**config.mk**
```make
export PLATFORM = sky130hd
export DESIGN_NAME = flash_mode_reset_command_logic
export DESIGN_NICKNAME = d
export VERILOG_FILES = /design/src/shared/flash_mode_pkg.sv /design/src/flash_mode_reset_command_logic.sv
export VERILOG_INCLUDE_DIRS = /design/src /design/src/shared
export SDC_FILE = /design/constraint.sdc
export NUM_CORES = 1
export LEC_CHECK = 0
export BUFFER_PORTS_ARGS = -buffer_cell sky130_fd_sc_hd__buf_2
export CORE_MARGIN = 5
export CORE_UTILIZATION = 30
export DETAILED_ROUTE_END_ITERATION = 12
export PLACE_DENSITY_LB_ADDON = 0.15
export SETUP_SLACK_MARGIN = 0.1
export SLEW_MARGIN = 20
export SYNTH_ARGS = -nofsm -noshare
export SYNTH_HDL_FRONTEND = slang
export SYNTH_SLANG_ARGS = --single-unit
```
**constraint.sdc**
```tcl
create_clock -name mclk -period 2.2 [get_ports mclk]
set_clock_uncertainty 0.15 [all_clocks]
set_input_delay 0.22 -clock mclk [delete_from_list [all_inputs] [get_ports mclk]]
set_output_delay 0.22 -clock mclk [all_outputs]
set_load 0.01 [all_outputs]
```
**src/shared/flash_mode_regs.svh**
```systemverilog
`ifndef FLASH_MODE_REGS_SVH
`define FLASH_MODE_REGS_SVH

// Register byte offsets
`define OFF_CMD       5'h00
`define OFF_CFG       5'h04
`define OFF_SR1       5'h08
`define OFF_STAT      5'h0c
`define OFF_PADDR     5'h10
`define OFF_PDATA     5'h14
`define OFF_INFO      5'h18

// Command field positions in a command write
`define CMD_OP_MSB    7
`define CMD_LANE_LSB  8

// Opcodes
`define OP_WREN       8'h06
`define OP_WRDI       8'h04
`define OP_VWREN      8'h50
`define OP_RSTEN      8'h66
`define OP_RST        8'h99
`define OP_EN4B       8'hb7
`define OP_SLEEP      8'hb9

// Status register 1 volatile mask, lane mode reset value
`define SR1_VOL_MASK  8'h03
`define LANE_RESET    2'h0

// Parameter table window
`define PT_BASE       9'h137
`define PT_LAST       9'h13f

// Wake-up delay: (count + 1) * unit
`define WAKE_UNIT_CODE 2'h3
`define WAKE_COUNT     6
`define WAKE_TIME_NS   448000
`define CLK_PERIOD_NS  25
`define WAKE_UNIT_NS  ((`WAKE_UNIT_CODE == 2'h0) ? 128 : (`WAKE_UNIT_CODE == 2'h1) ? 1000 : \
                       (`WAKE_UNIT_CODE == 2'h2) ? 8000 : 64000)
`define WAKE_DELAY_NS ((`WAKE_COUNT + 1) * `WAKE_UNIT_NS)
`define WAKE_CYCLES   ((`WAKE_DELAY_NS + `CLK_PERIOD_NS - 1) / `CLK_PERIOD_NS)

`endif

```
**src/shared/flash_mode_pkg.sv**
```systemverilog
`default_nettype none
package flash_mode_pkg;

  typedef enum logic [2:0] {
    ACTIVE = 3'h1,
    SLEEP  = 3'h2,
    WAKING = 3'h4
  } power_t;

  typedef struct packed {
    logic       cmdRefused;
    logic       rstEnable;
    logic       volActive;
    logic       wel;
    logic       waking;
    logic       deepSleep;
    logic       addr4;
    logic [7:0] sr1;
  } status_t;

  typedef struct packed {
    logic [2:0] addrBytes;
    logic [7:0] opcode;
  } cmd_info_t;

endpackage : flash_mode_pkg
`default_nettype wire

```
**src/flash_mode_reset_command_logic.sv**
```systemverilog
`timescale 1ns/1ps
`default_nettype none
`include "flash_mode_regs.svh"

// Overview of operation
// - Commands refused for 448 us after wake
// - Wake delay is (count+1) times unit
// - Power-up status follows last nonvolatile value
// - 50h enables and activates volatile copy
// - Status mixes volatile and nonvolatile bits
// - Reset needs 66h then 99h
// - Reset pair accepted on current lanes
// - Resets and power cycle leave 4-byte mode
// - B7h enters 4-byte mode, no enable
// - Dedicated opcodes always carry four bytes
// - Hold/reset disable reported as zero
// - Table bytes 137h..13Fh fixed values
// - B9h enters deep sleep, no exit opcode
module flash_mode_reset_command_logic #(
  parameter int WAKE_CYCLES = `WAKE_CYCLES
) (
  // Clock and power-on reset
  input  wire logic        mclk,
  input  wire logic        rst_n,
  // Avalon-MM slave
  input  wire logic [4:0]  address,
  input  wire logic        read,
  input  wire logic        write,
  input  wire logic [31:0] writedata,
  output logic      [31:0] readdata,
  output logic             waitrequest,
  // Hardware reset pin
  input  wire logic        hwReset_n,
  // Nonvolatile store of status register 1
  input  wire logic [7:0]  nvStored,
  output logic             nvWrite,
  output logic      [7:0]  nvWriteData
);

  localparam logic [7:0] PT [0:8] = '{8'h5c, 8'h00, 8'h00, 8'h00, 8'hff,
                                      8'hf9, 8'h10, 8'hf8, 8'ha1};
  localparam logic [15:0] WAKE_LOAD = 16'(WAKE_CYCLES);
  localparam logic [7:0] VMASK = `SR1_VOL_MASK;

  flash_mode_pkg::power_t    state;
  flash_mode_pkg::power_t    next_state;
  flash_mode_pkg::status_t   stat;
  flash_mode_pkg::cmd_info_t info;

  logic        ack;
  logic [1:0]  laneMode;
  logic [8:0]  paramAddr;
  logic [15:0] wakeCount;
  logic        rstEnable;
  logic        addr4;
  logic        wel;
  logic        volWe;
  logic        volActive;
  logic [7:0]  volSr1;
  logic        cmdRefused;

  // Dedicated opcodes carry four address bytes whatever the mode
  function automatic logic [2:0] addrLen(input logic [7:0] op, input logic mode4);
    case (op)
      8'h13, 8'h0c, 8'h12, 8'h21, 8'hdc: addrLen = 3'h4;
      8'h03, 8'h0b, 8'h02, 8'h20, 8'hd8: addrLen = mode4 ? 3'h4 : 3'h3;
      default:                           addrLen = 3'h0;
    endcase
  endfunction : addrLen

  // Bus decode: one wait cycle per access
  wire       request  = read | write;
  wire       wrTake   = write & ack;
  wire       rdTake   = read & ack;
  wire [7:0] opcode   = writedata[`CMD_OP_MSB:0];
  wire [1:0] cmdLane  = writedata[`CMD_LANE_LSB+1:`CMD_LANE_LSB];
  wire       cmdTake  = wrTake & (address == `OFF_CMD);
  wire       laneOk   = cmdLane == laneMode;
  wire       isActive = state == flash_mode_pkg::ACTIVE;
  wire       cmdLive  = cmdTake & laneOk & isActive;
  wire       hwRst    = ~hwReset_n;
  wire       softRst  = cmdLive & (opcode == `OP_RST) & rstEnable;
  wire       resetAll = softRst | hwRst;
  wire       srTake   = wrTake & (address == `OFF_SR1) & isActive & (wel | volWe);
  wire       toNv     = srTake & ~volWe & wel;
  wire [7:0] sr1Eff   = volActive ? volSr1 : ((nvStored & ~VMASK) | (volSr1 & VMASK));
  wire [8:0] ptIndex  = paramAddr - `PT_BASE;
  wire       ptHit    = (paramAddr >= `PT_BASE) & (paramAddr <= `PT_LAST);
  wire [7:0] ptByte   = ptHit ? PT[ptIndex[3:0]] : 8'h00;

  assign waitrequest = request & ~ack;

  always_comb begin
    stat            = '0;
    stat.sr1        = sr1Eff;
    stat.addr4      = addr4;
    stat.deepSleep  = state == flash_mode_pkg::SLEEP;
    stat.waking     = state == flash_mode_pkg::WAKING;
    stat.wel        = wel;
    stat.volActive  = volActive;
    stat.rstEnable  = rstEnable;
    stat.cmdRefused = cmdRefused;
  end

  wire [31:0] rdMux = (address == `OFF_CFG)   ? {30'h0, laneMode} :
                      (address == `OFF_SR1)   ? {24'h0, sr1Eff} :
                      (address == `OFF_STAT)  ? {17'h0, stat} :
                      (address == `OFF_PADDR) ? {23'h0, paramAddr} :
                      (address == `OFF_PDATA) ? {24'h0, ptByte} :
                      (address == `OFF_INFO)  ? {21'h0, info} : 32'h0;

  always_ff @(posedge mclk or negedge rst_n) begin
    if (!rst_n) begin
      ack      <= 1'b0;
      readdata <= 32'h0;
    end else begin
      ack <= request & ~ack;
      if (read & ~ack) begin
        readdata <= rdMux;
      end
    end
  end

  always_ff @(posedge mclk or negedge rst_n) begin
    if (!rst_n) begin
      laneMode  <= `LANE_RESET;
      paramAddr <= 9'h0;
    end else begin
      if (wrTake & (address == `OFF_CFG)) begin
        laneMode <= writedata[1:0];
      end
      if (wrTake & (address == `OFF_PADDR)) begin
        paramAddr <= writedata[8:0];
      end else if (rdTake & (address == `OFF_PDATA)) begin
        paramAddr <= paramAddr + 9'h1;
      end
    end
  end

  // Any live command other than 66h drops a pending enable
  always_ff @(posedge mclk or negedge rst_n) begin
    if (!rst_n) begin
      rstEnable <= 1'b0;
    end else if (resetAll) begin
      rstEnable <= 1'b0;
    end else if (cmdLive) begin
      rstEnable <= opcode == `OP_RSTEN;
    end
  end

  always_ff @(posedge mclk or negedge rst_n) begin
    if (!rst_n) begin
      addr4 <= 1'b0;
    end else if (resetAll) begin
      addr4 <= 1'b0;
    end else if (cmdLive & (opcode == `OP_EN4B)) begin
      addr4 <= 1'b1;
    end
  end

  always_ff @(posedge mclk or negedge rst_n) begin
    if (!rst_n) begin
      wel   <= 1'b0;
      volWe <= 1'b0;
    end else if (resetAll | srTake) begin
      wel   <= 1'b0;
      volWe <= 1'b0;
    end else if (cmdLive) begin
      if (opcode == `OP_WREN) begin
        wel <= 1'b1;
      end else if (opcode == `OP_WRDI) begin
        wel <= 1'b0;
      end
      if (opcode == `OP_VWREN) begin
        volWe <= 1'b1;
      end
    end
  end

  // Volatile copy is lost on every reset, so the nonvolatile value returns
  always_ff @(posedge mclk or negedge rst_n) begin
    if (!rst_n) begin
      volActive <= 1'b0;
      volSr1    <= 8'h00;
    end else if (resetAll) begin
      volActive <= 1'b0;
      volSr1    <= 8'h00;
    end else if (cmdLive & (opcode == `OP_VWREN)) begin
      volActive <= 1'b1;
      if (!volActive) begin
        volSr1 <= sr1Eff;
      end
    end else if (srTake) begin
      volSr1 <= volWe ? opcode : ((volSr1 & ~VMASK) | (opcode & VMASK));
    end
  end

  always_ff @(posedge mclk or negedge rst_n) begin
    if (!rst_n) begin
      nvWrite     <= 1'b0;
      nvWriteData <= 8'h00;
    end else begin
      nvWrite <= toNv;
      if (toNv) begin
        nvWriteData <= opcode & ~VMASK;
      end
    end
  end

  always_ff @(posedge mclk or negedge rst_n) begin
    if (!rst_n) begin
      cmdRefused <= 1'b0;
      info       <= '0;
    end else if (cmdTake) begin
      cmdRefused <= ~(laneOk & isActive);
      if (laneOk & isActive) begin
        info.opcode    <= opcode;
        info.addrBytes <= addrLen(opcode, addr4);
      end
    end
  end

  // Only a hardware reset or a power-on reset wakes the part; no exit opcode exists
  always_comb begin
    next_state = state;
    case (state)
      flash_mode_pkg::ACTIVE: begin
        if (cmdLive & (opcode == `OP_SLEEP) & ~hwRst) begin
          next_state = flash_mode_pkg::SLEEP;
        end
      end
      flash_mode_pkg::SLEEP: begin
        if (hwRst) begin
          next_state = flash_mode_pkg::WAKING;
        end
      end
      flash_mode_pkg::WAKING: begin
        if (wakeCount == 16'h1) begin
          next_state = flash_mode_pkg::ACTIVE;
        end
      end
      default: next_state = flash_mode_pkg::ACTIVE;
    endcase
  end

  always_ff @(posedge mclk or negedge rst_n) begin
    if (!rst_n) begin
      state     <= flash_mode_pkg::ACTIVE;
      wakeCount <= 16'h0;
    end else begin
      state <= next_state;
      if (state == flash_mode_pkg::SLEEP) begin
        wakeCount <= WAKE_LOAD;
      end else if (wakeCount != 16'h0) begin
        wakeCount <= wakeCount - 16'h1;
      end
    end
  end
endmodule : flash_mode_reset_command_logic
`default_nettype wire

```
==> impl_results.md <==
- Worst vdd ir: 362 uV
- Floorplan die height: 133 um
- Final nets: about 650
- Final setup viols: 0
- Mapped Avg Cell Area: 9.23 sq um
- Int Pwr: 3.34 mW
- CP max stage delay: 570 ps
- Number of vias per cell: 5.10
- Netlist Area Pre-Place: between 4000 and 5000 sq um
- GRT Total Usage: around 16%
- Logic pwr share: 30.3%
- Most numerous cell in the Yosys netlist: dfrtp_1
- DIE WIDTH: between 100 and 150 um
- Initial DRC count: approximately 220
- Fin crit period: ~2100 ps
- Drt drc: 0
- EDFF count, synth: 0
- Min Hold Slack: about 19 ps
- Power density cells: 848 nW/um^2
- P_sw: 1.61 mW
- Placed cell area: 5280 sq um
- I/O pins: 92
- Number of cell rows: 45
- ANT cells: 0
- Starting Density: a little under a third
- Hpwl dp: just over 10000 um
- Area growth syn-to-layout: 28.4%
- First-pass GRT wire length: 22100 um
- Total core area: 15000 sq um
- Setup Crit Path Kind: reg -> reg
- Number of port buffers: 48
- Layout Cells excl Fill: between 700 and 800
- Antenna-violating nets left: 0
- Max transition margin: between 50% and 60%
- Gate Count Post-Synth: 493
- Fmax: 474 MHz
- Initial DRT Pass Iterations: 4
- Grt total ovfl: 0
- CTS H-tree depth: 3
- Pin count of the biggest net entering global routing: 48
- Post-synthesis async set-or-reset flop share: 100%
- Max-capacitance violation count: 0
- CP Cell Sequence: or4_4 > nor3_4 > o211ai_1 > or4_1 > mux2i_1
- Seq pwr share: 37.8%
- Min-delay worst type: in -> reg
- WP data required: approximately 2300 ps
- Crit path max fanout: 3
- Cell variety after synth: between 70 and 80
- Number of global-route vias before repair: between 3000 and 4000
- Reg2Reg Depth: 5
- Min-delay src: writedata[6]
- CTS Buffer Depth: 2
- Antenna violations before repair: 0
- Arrival time at the worst endpoint: 2190 ps
- Hold Path End: nvWriteData[6]$_DFFE_PN0P_
- TritonCTS Buffers: 9
- Slew @ Worst Pin: 601 ps
- Status: completed
- Vias post-DR: 3992
- Routability Congestion: approximately 0.85
- Share of post-route cells with drive strength above 1: between 20 and 30%
- Leading area contributor after synthesis: dfrtp_1
- Die Area: 17700 sq um
- Worst setup SP type: register
- Leak Pwr: 2.69 nW
- Final hold violation count: 0
- Reg2Reg Capture Point: wakeCount[15]$_DFFE_PN0P_
- Flop-to-flop setup slack: 90 ps
- Crit-path slowest cell: or4_4
- CTS clock-pin slew for the worst setup and hold paths: 60 ps
- Hold Path Cell Cnt: 2
- Synth top cells by count: dfrtp_1 (76), nand2_1 (64), nor2_1 (42)
- Clk pwr share: 31.9%
- Switching share of power: 32.5%
- Yosys Warn Count: 0
- Critical register-to-register path startpoint: wakeCount[4]$_DFFE_PN0P_
- Post-placement cell count: 754
- Synth Flop Type: dfrtp_1
- RSZ-0062 raised after global routing: true
- Drt wl/cell: 17.5 um
- CTS tree: yes
- Final period util: 95.8%
- Synth area leaders: dfrtp_1 (42%), nand2_1 (5.3%), buf_4 (3.5%)
- CTS Sinks: 77
- WL final: 13700 um
- CP Capture Type: register
- Area share of the largest cell type after synthesis: 41.8%
- Clock Latency Late Sink: 340 ps
- Slew Viols, Final: 0
- Cell area after layout: approximately 5800 sq um
- Post-synthesis register bit count: 77
- Sequential share of the synthesized area: 42.4%
- Root Driver: clkbuf_16
## cell type report
class	count	area, sq um
clock buffers	13	270
clock inverters	3	42.5
fillers	1514	9190
inverters	14	52.6
multi-input cells	371	2490
flip-flops and latches	77	1930
well taps	188	235
repair buffers	117	823
## state kept, by name, indices dropped and copies added, names as in the netlist
register / count
wakeCount: 16
laneMode: 2
state: 3
volWe: 1
volActive: 1
addr4: 1
nvWrite: 1
volSr1: 8
wel: 1
info: 10
cmdRefused: 1
nvWriteData: 6
rstEnable: 1
paramAddr: 9
readdata: 15
ack: 1
## worst max-delay path by stage
stage | startpoint | end | slack [ps] | cells after the start
2_1_floorplan | state[0]$_DFFE_PN1P_ | volSr1[2]$_DFFE_PN0P_ | -0.7 | 8
3_3_place_gp | paramAddr[7]$_DFFE_PN0P_ | readdata[6]$_DFFE_PN0P_ | -30 | 5
3_5_place_dp | paramAddr[7]$_DFFE_PN0P_ | readdata[6]$_DFFE_PN0P_ | -40 | 5
4_1_cts | wakeCount[4]$_DFFE_PN0P_ | wakeCount[15]$_DFFE_PN0P_ | 80 | 5
5_1_grt | wakeCount[4]$_DFFE_PN0P_ | wakeCount[15]$_DFFE_PN0P_ | -40 | 5
6_report | wakeCount[4]$_DFFE_PN0P_ | wakeCount[15]$_DFFE_PN0P_ | 90 | 5
## critical path, delay by kind of cell, from the launching register on
family | cells | cell delay, ps
AOI/OAI and AO/OA | 1 | 170
DFF | 1 | 370
muxes | 1 | 140
and+or+nand+nor | 3 | 1170
## what timing repair did
item / 4_1_cts / 5_1_grt
hold buffers: 2 / 0
resized for setup: 8 / 19
buffers inserted: 8 / 3
cloned: 0 / 1
endpoints found under the hold margin: 31 / 0
pin swaps: 3 / 7
endpoints found under the setup margin: 26 / 24
## stage by stage
stage / total power [mW] / worst slack, ps / utilization (%) / setup TNS, ps
6_report: 4.95 / 92.3 / 38.9 / 0
5_1_grt: 5.28 / -36.5 / 38.9 / -52.2
4_1_cts: 4.89 / 81.1 / 38.0 / 0
3_5_place_dp: 3.19 / -39.4 / 35.1 / -103
3_3_place_gp: 3.16 / -34.8 / 35.1 / -62.9
2_1_floorplan: 2.71 / -0.708 / - / -1.42
## per-layer routing
layer / wire length (um) / share of wire (%) / global-route usage [%]
met1: 6450 / 47 / 22.0
met2: 6370 / 47 / 24.4
met3: 677 / 4.9 / 5.06
met4: 200 / 1.5 / 3.71
met5: 0 / 0 / 0
## power by group through the flow
stage	sequential [mW]	combinational, mW	clock, mW
2_1_floorplan	1.87	0.834	0
3_3_place_gp	1.86	1.30	0
3_5_place_dp	1.87	1.32	0
4_1_cts	1.85	1.42	1.62
5_1_grt	1.91	1.68	1.68
6_report	1.87	1.50	1.58
## cell usage in the layout, fill, tap and decap left out, drive strengths merged, types with 7 or more instances in the layout
cell / instances
or3: 9
a22oi: 7
conb: 19
o21ai: 22
a211oi: 7
nand3: 11
clkbuf: 14
mux2: 14
nand2: 64
nor3: 12
nor4: 7
ha: 7
xnor2: 7
a21oi: 22
nand4: 7
dfrtp: 76
inv: 14
buf: 114
nand2b: 9
nor2: 42
## cell families after synthesis
group	synth area share, %
and+or+nand+nor	24.6
adders and majority gates	1.93
muxes	4.79
buffers and inverters	7.01
xor gates and xnor gates	2.31
AOI/OAI and AO/OA	16.9
other	0.0824
DFF	42.4
No activity file was read; power rests on OpenSTA's default activity.
